## config.mk

```make
export PLATFORM = sky130hd
export DESIGN_NAME = epm_power_mgr
export DESIGN_NICKNAME = d
export VERILOG_FILES = /design/src/inc/epm_pkg.sv /design/src/epm_power_mgr.sv /design/src/epm_wake_pin.sv
export SDC_FILE = /design/constraint.sdc
export NUM_CORES = 1
export LEC_CHECK = 0
export BUFFER_PORTS_ARGS = -buffer_cell sky130_fd_sc_hd__clkbuf_2
export CAP_MARGIN = 10
export CORE_MARGIN = 2
export CORE_UTILIZATION = 40
export DETAILED_ROUTE_END_ITERATION = 8
export GPL_TIMING_DRIVEN = 0
export MAX_ROUTING_LAYER = met4
export PLACE_DENSITY = 0.75
export SYNTH_ARGS = -nofsm -noshare
export SYNTH_HDL_FRONTEND = slang
export SYNTH_SLANG_ARGS = --single-unit
```

## constraint.sdc

```tcl
create_clock -name clk_sys -period 3.1 [get_ports clk_sys]
set_input_delay 0.155 -clock clk_sys [delete_from_list [all_inputs] [get_ports clk_sys]]
set_output_delay 0.155 -clock clk_sys [all_outputs]
set_load 0.02 [all_outputs]
```

## src/inc/epm_pkg.sv

```systemverilog
package epm_pkg;

  localparam int ADDR_W = 8;
  localparam int DATA_W = 32;

  // Register byte offsets
  localparam logic [ADDR_W-1:0] ADDR_IRQ_STS = 8'h58;
  localparam logic [ADDR_W-1:0] ADDR_INT_EN = 8'h5C;
  localparam logic [ADDR_W-1:0] ADDR_PROBE = 8'h64;
  localparam logic [ADDR_W-1:0] ADDR_PMT = 8'h84;
  localparam logic [ADDR_W-1:0] ADDR_PHY_CTRL = 8'hA0;
  localparam logic [ADDR_W-1:0] ADDR_PHY_MODE = 8'hA4;
  localparam logic [ADDR_W-1:0] ADDR_PHY_ISRC = 8'hA8;
  localparam logic [ADDR_W-1:0] ADDR_PHY_IMASK = 8'hAC;

  // power_mgmt_ctrl_reg fields
  localparam int PMT_READY_BIT = 0;
  localparam int PMT_PIN_EN_BIT = 1;
  localparam int PMT_PULSE_BIT = 3;
  localparam int PMT_WS_LSB = 4;
  localparam int PMT_WOL_BIT = 9;
  localparam int PMT_PSS_LSB = 12;
  localparam int PMT_ED_BIT = 14;

  // interrupt_status_reg / enable field
  localparam int INT_WAKE_BIT = 17;

  // PHY register fields
  localparam int PHY_GPD_BIT = 11;
  localparam int PHY_EDPD_BIT = 13;
  localparam int PHY_EINT_BIT = 1;

  // power_state_select and wake_status_field encodings
  localparam logic [1:0] PSS_D0 = 2'h0;
  localparam logic [1:0] PSS_D1 = 2'h1;
  localparam logic [1:0] PSS_D2 = 2'h2;
  localparam logic [1:0] WS_NONE = 2'h0;
  localparam logic [1:0] WS_ENERGY = 2'h1;
  localparam logic [1:0] WS_FRAME = 2'h2;

  // Probe register read pattern; value arbitrary
  localparam logic [DATA_W-1:0] PROBE_PATTERN = 32'h13579BDF;
  localparam logic [DATA_W-1:0] READ_UNDEF = 32'h00000000;

  // Timing
  localparam int CLK_HZ = 50000000;
  localparam int READY_TIME_US = 2000;
  localparam int PULSE_TIME_US = 50000;
  localparam int READY_CYCLES = READY_TIME_US * (CLK_HZ / 1000000);
  localparam int PULSE_CYCLES = PULSE_TIME_US * (CLK_HZ / 1000000);

  typedef enum logic [1:0] {PS_D0, PS_D1, PS_D2} epm_pstate_t;

  typedef struct packed {
    logic [ADDR_W-1:0] addr;
    logic [DATA_W-1:0] wdata;
    logic wr;
    logic rd;
  } epm_bus_req_t;

  typedef struct packed {
    logic phyOn;
    logic phyEdForce;
    logic rxPmClkEn;
    logic macClkEn;
    logic hostIfClkEn;
    logic intClkEn;
  } epm_gates_t;

endpackage

```

## src/epm_power_mgr.sv

```systemverilog
`timescale 1ns/1ns
// What this block does
// - Configuration and register contents survive both sleep states untouched.
// - States D0, D1, D2; asleep only the power control register reads.
// - Ready flag low in D1 or D2, set again once D0 resumes.
// - Any probe write while asleep returns to D0, select field to D0.
// - Select 01 enters D1; PHY, internal clock, receive wake block stay on; MAC and host bus clocks gated.
// - D1 enables frame detection; pin asserts when wake-on-LAN and pin enabled.
// - D1 frame detection sets wake status to 10b.
// - Wake interrupt flag sets on detection whatever the pin enable.
// - D2 gates MAC, host bus and internal clock; PHY energy-detect.
// - D2 carrier sets wake status 01b; pin if energy and pin enabled.
// - Carrier already present on D2 entry is detected at once.
// - Wake interrupt level holds until status or enable cleared; then W1C.
// - Pulse select one gives a 50ms pin pulse, zero a static level.
// - Pin drops when status, matching enable or pin enable is cleared.
// - PHY general power-down bit holds PHY off; clearing resets PHY.
// - Energy power-down without line energy powers PHY down.
// - Line energy powers PHY up and sets its energy interrupt flag.
// - Ready flag sets within 2ms of the wake-up probe write.
module epm_power_mgr
  import epm_pkg::*;
#(
  parameter int READY_DELAY = READY_CYCLES,
  parameter int PULSE_LEN = PULSE_CYCLES
) (
  input wire logic clk_sys,
  input wire logic reset,
  input wire epm_bus_req_t busReq,
  output logic [DATA_W-1:0] rdData,
  input wire logic wakeFrameDet,
  input wire logic lineEnergy,
  output logic wakePin,
  output logic hostIrq,
  output logic phyIrq,
  output logic phyResetPulse,
  output epm_gates_t gates,
  output logic [1:0] powerState
);

  localparam int RDY_W = $clog2(READY_DELAY + 1);
  localparam logic [RDY_W-1:0] RDY_LOAD = RDY_W'(READY_DELAY);

  function automatic logic hit(input epm_bus_req_t req, input logic [ADDR_W-1:0] a);
    hit = (req.addr == a);
  endfunction

  epm_pstate_t pstate_ff;
  epm_pstate_t nxt_pstate;
  logic ready_ff;
  logic [RDY_W-1:0] rdyCnt_ff;
  logic readSeen_ff;
  logic pinEn_ff;
  logic pulseSel_ff;
  logic wolEn_ff;
  logic edEn_ff;
  logic [1:0] wakeStatus_ff;
  logic [1:0] nxt_wakeStatus;
  logic wakeIntSts_ff;
  logic wakeIntEn_ff;
  logic phyGpd_ff;
  logic phyEdpd_ff;
  logic phyEintFlag_ff;
  logic phyEintMask_ff;
  logic lineEnergyDly_ff;
  logic phyResetPulse_ff;
  logic [DATA_W-1:0] rdData_ff;
  logic [DATA_W-1:0] nxt_rdData;

  logic wakeWrite;
  logic regWrite;
  logic frameEvent;
  logic energyEvent;
  logic wakeLevel;
  logic [1:0] pssWrite;

  // Wake-up write needs no prior read; other writes need ready and a read
  assign wakeWrite = busReq.wr && hit(busReq, ADDR_PROBE) && (pstate_ff != PS_D0);
  assign regWrite = busReq.wr && ready_ff && readSeen_ff;
  assign pssWrite = busReq.wdata[PMT_PSS_LSB +: 2];

  assign frameEvent = (pstate_ff == PS_D1) && wakeFrameDet;
  assign energyEvent = (pstate_ff == PS_D2) && lineEnergy;

  // Internal wake interrupt level
  assign wakeLevel = ((wakeStatus_ff == WS_FRAME) && wolEn_ff) ||
                     ((wakeStatus_ff == WS_ENERGY) && edEn_ff);

  // Power state
  always_comb begin
    nxt_pstate = pstate_ff;
    unique case (pstate_ff)
      PS_D0: begin
        if (regWrite && hit(busReq, ADDR_PMT)) begin
          if (pssWrite == PSS_D1) begin
            nxt_pstate = PS_D1;
          end else if (pssWrite == PSS_D2) begin
            nxt_pstate = PS_D2;
          end
        end
      end
      PS_D1: begin
        if (wakeWrite) begin
          nxt_pstate = PS_D0;
        end
      end
      PS_D2: begin
        if (wakeWrite) begin
          nxt_pstate = PS_D0;
        end
      end
    endcase
  end

  // Sleep entry seen on the edge after the write
  always_ff @(posedge clk_sys) begin
    if (reset) begin
      pstate_ff <= PS_D0;
    end else begin
      pstate_ff <= nxt_pstate;
    end
  end

  // Ready flag and wake-up delay
  always_ff @(posedge clk_sys) begin
    if (reset) begin
      ready_ff <= 1'b1;
      rdyCnt_ff <= '0;
    end else if (nxt_pstate != PS_D0) begin
      ready_ff <= 1'b0;
      rdyCnt_ff <= '0;
    end else if (wakeWrite) begin
      ready_ff <= 1'b0;
      rdyCnt_ff <= RDY_LOAD;
    end else if (!ready_ff) begin
      if (rdyCnt_ff <= RDY_W'(1)) begin
        ready_ff <= 1'b1;
        rdyCnt_ff <= '0;
      end else begin
        rdyCnt_ff <= rdyCnt_ff - 1'b1;
      end
    end
  end

  // Write arm: a read must follow reset, sleep entry and wake
  always_ff @(posedge clk_sys) begin
    if (reset) begin
      readSeen_ff <= 1'b0;
    end else if (busReq.rd) begin
      readSeen_ff <= 1'b1;
    end else if (wakeWrite || (nxt_pstate != pstate_ff)) begin
      readSeen_ff <= 1'b0;
    end
  end

  // Power control fields kept across sleep
  always_ff @(posedge clk_sys) begin
    if (reset) begin
      pinEn_ff <= 1'b0;
      pulseSel_ff <= 1'b0;
      wolEn_ff <= 1'b0;
      edEn_ff <= 1'b0;
    end else if (regWrite && hit(busReq, ADDR_PMT)) begin
      pinEn_ff <= busReq.wdata[PMT_PIN_EN_BIT];
      pulseSel_ff <= busReq.wdata[PMT_PULSE_BIT];
      wolEn_ff <= busReq.wdata[PMT_WOL_BIT];
      edEn_ff <= busReq.wdata[PMT_ED_BIT];
    end
  end

  // Wake status: write one clears, detection wins over clear
  always_comb begin
    nxt_wakeStatus = wakeStatus_ff;
    if (regWrite && hit(busReq, ADDR_PMT)) begin
      nxt_wakeStatus = wakeStatus_ff & ~busReq.wdata[PMT_WS_LSB +: 2];
    end
    if (frameEvent) begin
      nxt_wakeStatus = WS_FRAME;
    end else if (energyEvent) begin
      nxt_wakeStatus = WS_ENERGY;
    end
  end

  // Survives wake so software can see the cause
  always_ff @(posedge clk_sys) begin
    if (reset) begin
      wakeStatus_ff <= WS_NONE;
    end else begin
      wakeStatus_ff <= nxt_wakeStatus;
    end
  end

  // Wake interrupt status: held while level high, then write one clears
  always_ff @(posedge clk_sys) begin
    if (reset) begin
      wakeIntSts_ff <= 1'b0;
    end else if (wakeLevel) begin
      wakeIntSts_ff <= 1'b1;
    end else if (regWrite && hit(busReq, ADDR_IRQ_STS) && busReq.wdata[INT_WAKE_BIT]) begin
      wakeIntSts_ff <= 1'b0;
    end
  end

  // Enable masks the host line only; status still sets
  always_ff @(posedge clk_sys) begin
    if (reset) begin
      wakeIntEn_ff <= 1'b0;
    end else if (regWrite && hit(busReq, ADDR_INT_EN)) begin
      wakeIntEn_ff <= busReq.wdata[INT_WAKE_BIT];
    end
  end

  assign hostIrq = wakeIntSts_ff & wakeIntEn_ff;

  // PHY control bits
  always_ff @(posedge clk_sys) begin
    if (reset) begin
      phyGpd_ff <= 1'b0;
      phyResetPulse_ff <= 1'b0;
    end else begin
      phyResetPulse_ff <= 1'b0;
      if (regWrite && hit(busReq, ADDR_PHY_CTRL)) begin
        phyGpd_ff <= busReq.wdata[PHY_GPD_BIT];
        phyResetPulse_ff <= phyGpd_ff && !busReq.wdata[PHY_GPD_BIT];
      end
    end
  end

  // Energy power-down is host owned; not cleared on wake
  always_ff @(posedge clk_sys) begin
    if (reset) begin
      phyEdpd_ff <= 1'b0;
      phyEintMask_ff <= 1'b0;
    end else begin
      if (regWrite && hit(busReq, ADDR_PHY_MODE)) begin
        phyEdpd_ff <= busReq.wdata[PHY_EDPD_BIT];
      end
      if (regWrite && hit(busReq, ADDR_PHY_IMASK)) begin
        phyEintMask_ff <= busReq.wdata[PHY_EINT_BIT];
      end
    end
  end

  // PHY energy interrupt flag: rising line energy in energy-detect mode
  always_ff @(posedge clk_sys) begin
    if (reset) begin
      lineEnergyDly_ff <= 1'b0;
      phyEintFlag_ff <= 1'b0;
    end else begin
      lineEnergyDly_ff <= lineEnergy;
      if (phyEdpd_ff && lineEnergy && !lineEnergyDly_ff) begin
        phyEintFlag_ff <= 1'b1;
      end else if (regWrite && hit(busReq, ADDR_PHY_ISRC) && busReq.wdata[PHY_EINT_BIT]) begin
        phyEintFlag_ff <= 1'b0;
      end
    end
  end

  assign phyIrq = phyEintFlag_ff & phyEintMask_ff;

  // Clock and power gating per state
  always_comb begin
    gates.phyOn = !phyGpd_ff && !(phyEdpd_ff && !lineEnergy);
    gates.phyEdForce = (pstate_ff == PS_D2);
    gates.rxPmClkEn = (pstate_ff != PS_D2);
    gates.macClkEn = (pstate_ff == PS_D0);
    gates.hostIfClkEn = (pstate_ff == PS_D0);
    gates.intClkEn = (pstate_ff != PS_D2);
  end

  // Read path: asleep or not ready only power control answers
  always_comb begin
    nxt_rdData = READ_UNDEF;
    if (busReq.rd) begin
      if (hit(busReq, ADDR_PMT)) begin
        nxt_rdData[PMT_READY_BIT] = ready_ff;
        nxt_rdData[PMT_PIN_EN_BIT] = pinEn_ff;
        nxt_rdData[PMT_PULSE_BIT] = pulseSel_ff;
        nxt_rdData[PMT_WS_LSB +: 2] = wakeStatus_ff;
        nxt_rdData[PMT_WOL_BIT] = wolEn_ff;
        nxt_rdData[PMT_PSS_LSB +: 2] = powerState;
        nxt_rdData[PMT_ED_BIT] = edEn_ff;
      end else if (ready_ff) begin
        if (hit(busReq, ADDR_PROBE)) begin
          nxt_rdData = PROBE_PATTERN;
        end else if (hit(busReq, ADDR_IRQ_STS)) begin
          nxt_rdData[INT_WAKE_BIT] = wakeIntSts_ff;
        end else if (hit(busReq, ADDR_INT_EN)) begin
          nxt_rdData[INT_WAKE_BIT] = wakeIntEn_ff;
        end else if (hit(busReq, ADDR_PHY_CTRL)) begin
          nxt_rdData[PHY_GPD_BIT] = phyGpd_ff;
        end else if (hit(busReq, ADDR_PHY_MODE)) begin
          nxt_rdData[PHY_EDPD_BIT] = phyEdpd_ff;
        end else if (hit(busReq, ADDR_PHY_ISRC)) begin
          nxt_rdData[PHY_EINT_BIT] = phyEintFlag_ff;
        end else if (hit(busReq, ADDR_PHY_IMASK)) begin
          nxt_rdData[PHY_EINT_BIT] = phyEintMask_ff;
        end
      end
    end
  end

  // Read data stands one cycle, zero otherwise
  always_ff @(posedge clk_sys) begin
    if (reset) begin
      rdData_ff <= '0;
    end else begin
      rdData_ff <= nxt_rdData;
    end
  end

  assign rdData = rdData_ff;
  assign phyResetPulse = phyResetPulse_ff;

  // Select field reads back the live state
  always_comb begin
    powerState = PSS_D0;
    unique case (pstate_ff)
      PS_D0: powerState = PSS_D0;
      PS_D1: powerState = PSS_D1;
      PS_D2: powerState = PSS_D2;
    endcase
  end

  // Pin follows the internal level only while pin enabled
  epm_wake_pin #(
    .PULSE_LEN(PULSE_LEN)
  ) u_wake_pin (
    .clk_sys(clk_sys),
    .reset(reset),
    .wakeActive(wakeLevel && pinEn_ff),
    .pulseSel(pulseSel_ff),
    .wakePin(wakePin)
  );

endmodule

```

## src/epm_wake_pin.sv

```systemverilog
`timescale 1ns/1ns
module epm_wake_pin
  import epm_pkg::*;
#(
  parameter int PULSE_LEN = PULSE_CYCLES
) (
  input wire logic clk_sys,
  input wire logic reset,
  input wire logic wakeActive,
  input wire logic pulseSel,
  output logic wakePin
);

  localparam int CNT_W = $clog2(PULSE_LEN + 1);
  localparam logic [CNT_W-1:0] PULSE_LOAD = CNT_W'(PULSE_LEN);

  logic activeDly_ff;
  logic [CNT_W-1:0] pulseCnt_ff;
  logic [CNT_W-1:0] nxt_pulseCnt;
  logic wakePin_ff;
  logic nxt_wakePin;

  always_ff @(posedge clk_sys) begin
    if (reset) begin
      activeDly_ff <= 1'b0;
    end else begin
      activeDly_ff <= wakeActive;
    end
  end

  // Pulse timer loads on each new wake event
  always_comb begin
    nxt_pulseCnt = pulseCnt_ff;
    if (!wakeActive) begin
      nxt_pulseCnt = '0;
    end else if (!activeDly_ff) begin
      nxt_pulseCnt = PULSE_LOAD;
    end else if (pulseCnt_ff != '0) begin
      nxt_pulseCnt = pulseCnt_ff - 1'b1;
    end
  end

  always_ff @(posedge clk_sys) begin
    if (reset) begin
      pulseCnt_ff <= '0;
    end else begin
      pulseCnt_ff <= nxt_pulseCnt;
    end
  end

  always_comb begin
    nxt_wakePin = wakeActive & (!pulseSel | (nxt_pulseCnt != '0));
  end

  always_ff @(posedge clk_sys) begin
    if (reset) begin
      wakePin_ff <= 1'b0;
    end else begin
      wakePin_ff <= nxt_wakePin;
    end
  end

  assign wakePin = wakePin_ff;

endmodule

```

==> results.toml <==
[run_status]
status = "finished with violations"
violations = "setup timing"

[clock_network]
clockRootBuffer = "clkbuf_8"
clk_pin_slew_ns = 0.07
cts_buffers = 9
htreeDepth = 3
cts.path.max_buffers = 2
cts_tree = "built"
clock_latency_ns = 0.33
clock-sinks = 71

[drt]
drt_iter0_drc = 161
drcViolationCount = 0
via_per_inst = 5.29
vias = 3453
wire_per_inst_um = 13.0
routed_wl_um = 8510
drt_pass1_iterations = 4
ant_nets = 0

[timing]
setup_tns_ns = -0.0788
fin_crit_sh_pct = 103
finClkSkew_ns = 0.00756
final.min_clock_period_ns = 3.18
setup_viol = 1
worst_slack_ns = -0.0788
fmax_mhz = 315
slew_violations = 0
tightest_slew_ns = 0.891
rsz0062_at_grt = "yes"
final-hold-violation-count = 0
slew_headroom_pct = 40.5

[power]
switching_share_pct = 31.4
power.leakage_uw = 0.00190
internal_power_uw = 1610
clockPowerShare_pct = 29.6
vdd_drop_max_uv = 251
switching_power_uw = 738
p_seq_share_pct = 44.2
p_per_area_nw_per_um2 = 530
p_comb_share_pct = 26.2

[logic_synthesis]
syn_area_sq_um = 3640
yosysWarningCount = 0
synth_top_family_by_area = "simple AND/OR/NAND/NOR gates"
synth_top_area_cell = "dfxtp_1"
ys_seq_elements = 71
synthMuxAreaShare_pct = 1.69
synth-seq-area-share_pct = 39.1
synth-main-ff-cell = "dfxtp_1"
netlist.area_leader.share_pct = 39.1
syn_avg_cell_area_sq_um = 7.99
synth_area_leaders = "dfxtp_1 39%, nor2_1 6.6%, xnor2_1 4.8%"
synthSimpleGateAreaFrac_pct = 28.7
async_flop_share_pct = 0
synthAdderAreaFrac_pct = 2.41
synth_cell_type_count = 50
synth_edf_count = 0
synth-xor-area-share_pct = 6.74
synth_compound_area_share_pct = 13.5
synth_cells = 455

[grt]
grt_pass1_vias = 3232
antenna_found_initial = 0
grt_pass1_wl_um = 14400
overflow = 0
grt_max_degree = 13
grt.total_usage_pct = 18.2

[placement]
dp_hpwl_um = 6150
globalplace.congestion = 0.882
port_buffers = 56

[finish]
final_common_cell = "dfxtp_1"
layout-drive-gt1-share_pct = 23.7
final_util_pct = 50.6
area_growth_pct = 22.0
final_cell_mix = "68 x dfxtp_1, 63 x nor2_1, 57 x clkbuf_2"
n_antenna_cell = 0
fillers = 812
finalNetCount = 593

[die]
die-area_sq_um = 9870
fp.dieW_um = 99.3
io_pins = 90
floorplan.rows = 34
die_h_um = 99.3
start_util_pct = 41.5
core-area_sq_um = 8760

[worst_setup_path]
crit_path_cell_trace = "or4_4 -> or4_4 -> or4_4 -> a221oi_4 -> o211ai_1 -> or3_1 -> nor3_2 -> a41oi_2"
crit_path_start_kind = "register"
crit_fanout = 2
cp_slowest_cell = "or4_4"
cp_common_cell = "or4_4"
crit_path_max_incr_delay_ns = 0.56
critPathTopFamily = "simple AND/OR/NAND/NOR gates"
cp-end-kind = "register"
cp.required_ns = 3.30
critPathBufInv = 0
critPathKind = "reg2reg"
crit_arrival_ns = 3.37

[min_path]
min_path_type = "in2reg"

[run]
maxCapViolCount = 0
==> registers in the layout, summed over array words and instances (netlist names) <==
signal	count
rdyCnt_ff	17
wakeIntEn_ff	1
u_wake_pin.pulseCnt_ff	22
lineEnergyDly_ff	1
readSeen_ff	1
u_wake_pin.activeDly_ff	1
phyEintFlag_ff	1
phyResetPulse	1
rdData	12
edEn_ff	1
pstate_ff	2
wakeStatus_ff	2
wolEn_ff	1
phyEintMask_ff	1
wakeIntSts_ff	1
phyGpd_ff	1
pinEn_ff	1
phyEdpd_ff	1
ready_ff	1
u_wake_pin.wakePin	1
pulseSel_ff	1
==> cells by family after synthesis <==
kind of cell	after synthesis
AOI/OAI and AO/OA	81
xor gates and xnor gates	28
adders and majority gates	7
buffers and inverters	51
DFF	71
muxes	6
other	1
and+or+nand+nor	210
==> cells in the mapped netlist (2+ instances only) <==
library cell  instances
dfxtp_1              71
nor2_1               64
nand2_1              41
a21oi_1              34
nor3_1               26
buf_4                23
xnor2_1              20
o21ai_0              15
clkbuf_1             12
inv_1                12
nand3_1              12
nor4_1               11
or4_1                 9
nand2b_1              8
nand3b_1              8
xor2_1                8
a21o_1                7
a31oi_1               7
ha_1                  7
and2_1                6
nor2b_1               6
or3_1                 6
mux2i_1               5
o211ai_1              4
buf_2                 3
or2_2                 3
a211oi_1              2
nor3b_1               2
nor4b_1               2
==> power groups by stage <==
stage                     registers [uW]  logic [uW]  clock network [uW]
after detailed placement            1060         601                   0
after floorplan                     1050         489                   0
after global routing                1050         705                 751
after CTS                           1040         608                 718
after global placement              1060         583                   0
final                               1040         615                 697
==> repair_timing <==
item,in CTS,in global routing
setup buffers,12,2
hold buffers,1,0
resized for setup,16,4
pin swaps,3,3
hold endpoints to repair,1,0
setup endpoints to repair,8,18
==> per-layer routing <==
layer	GRT usage, %	vias to the layer above	share of wire [%]
met3	2.81	12	4.8
met1	21.7	1613	45
met4	9.27	0	1.9
met5	-	-	0
li1	-	1722	-
met2	29.8	106	48
==> layout make-up <==
class,count,area (sq um),share of cell area (%)
buffer,38,234,5.27
clock buffer,13,179,4.03
clock inverter,3,15.0,0.338
inverter,12,45.0,1.02
multi-input combinational,341,2030,45.8
sequential,71,1430,32.2
tap,108,135,3.05
timing repair buffer,67,369,8.32
==> path summary, 6_finish.rpt <==
| kind | start | end | cells past startpoint | slack, ns |
|---|---|---|---|---|
| worst max-delay path | u_wake_pin.pulseCnt_ff[15]$_SDFF_PP0_ | u_wake_pin.wakePin$_SDFF_PP0_ | 8 | -0.08 |
| worst min-delay path | busReq[16] | edEn_ff$_SDFFE_PP0P_ | 3 | 0.05 |
| worst max register to register | u_wake_pin.pulseCnt_ff[15]$_SDFF_PP0_ | u_wake_pin.wakePin$_SDFF_PP0_ | 8 | -0.08 |
| worst min register to register | edEn_ff$_SDFFE_PP0P_ | edEn_ff$_SDFFE_PP0P_ | 2 | 0.47 |
==> worst min-delay path: cells and delay by family <==
kind,cells,cell delay (ns)
AO/OA/AOI/OAI,1,0.05
AND/OR/NAND/NOR,1,0.04
buffers and inverters,1,0.08
==> stage by stage <==
stage	setup WS (ns)	instances	total power, uW	hold slack, ns	area [sq um]
2_1_floorplan	0.0843	463	1530	0.232	3670
5_1_grt	-0.184	653	2500	0.0429	4440
4_1_cts	-0.0602	656	2360	0.0295	4430
6_report	-0.0788	653	2350	0.0474	4440
3_5_place_dp	-0.737	627	1660	0.347	4080
3_3_place_gp	-0.736	627	1640	0.347	4080
Power figures use the tool's default switching activity.
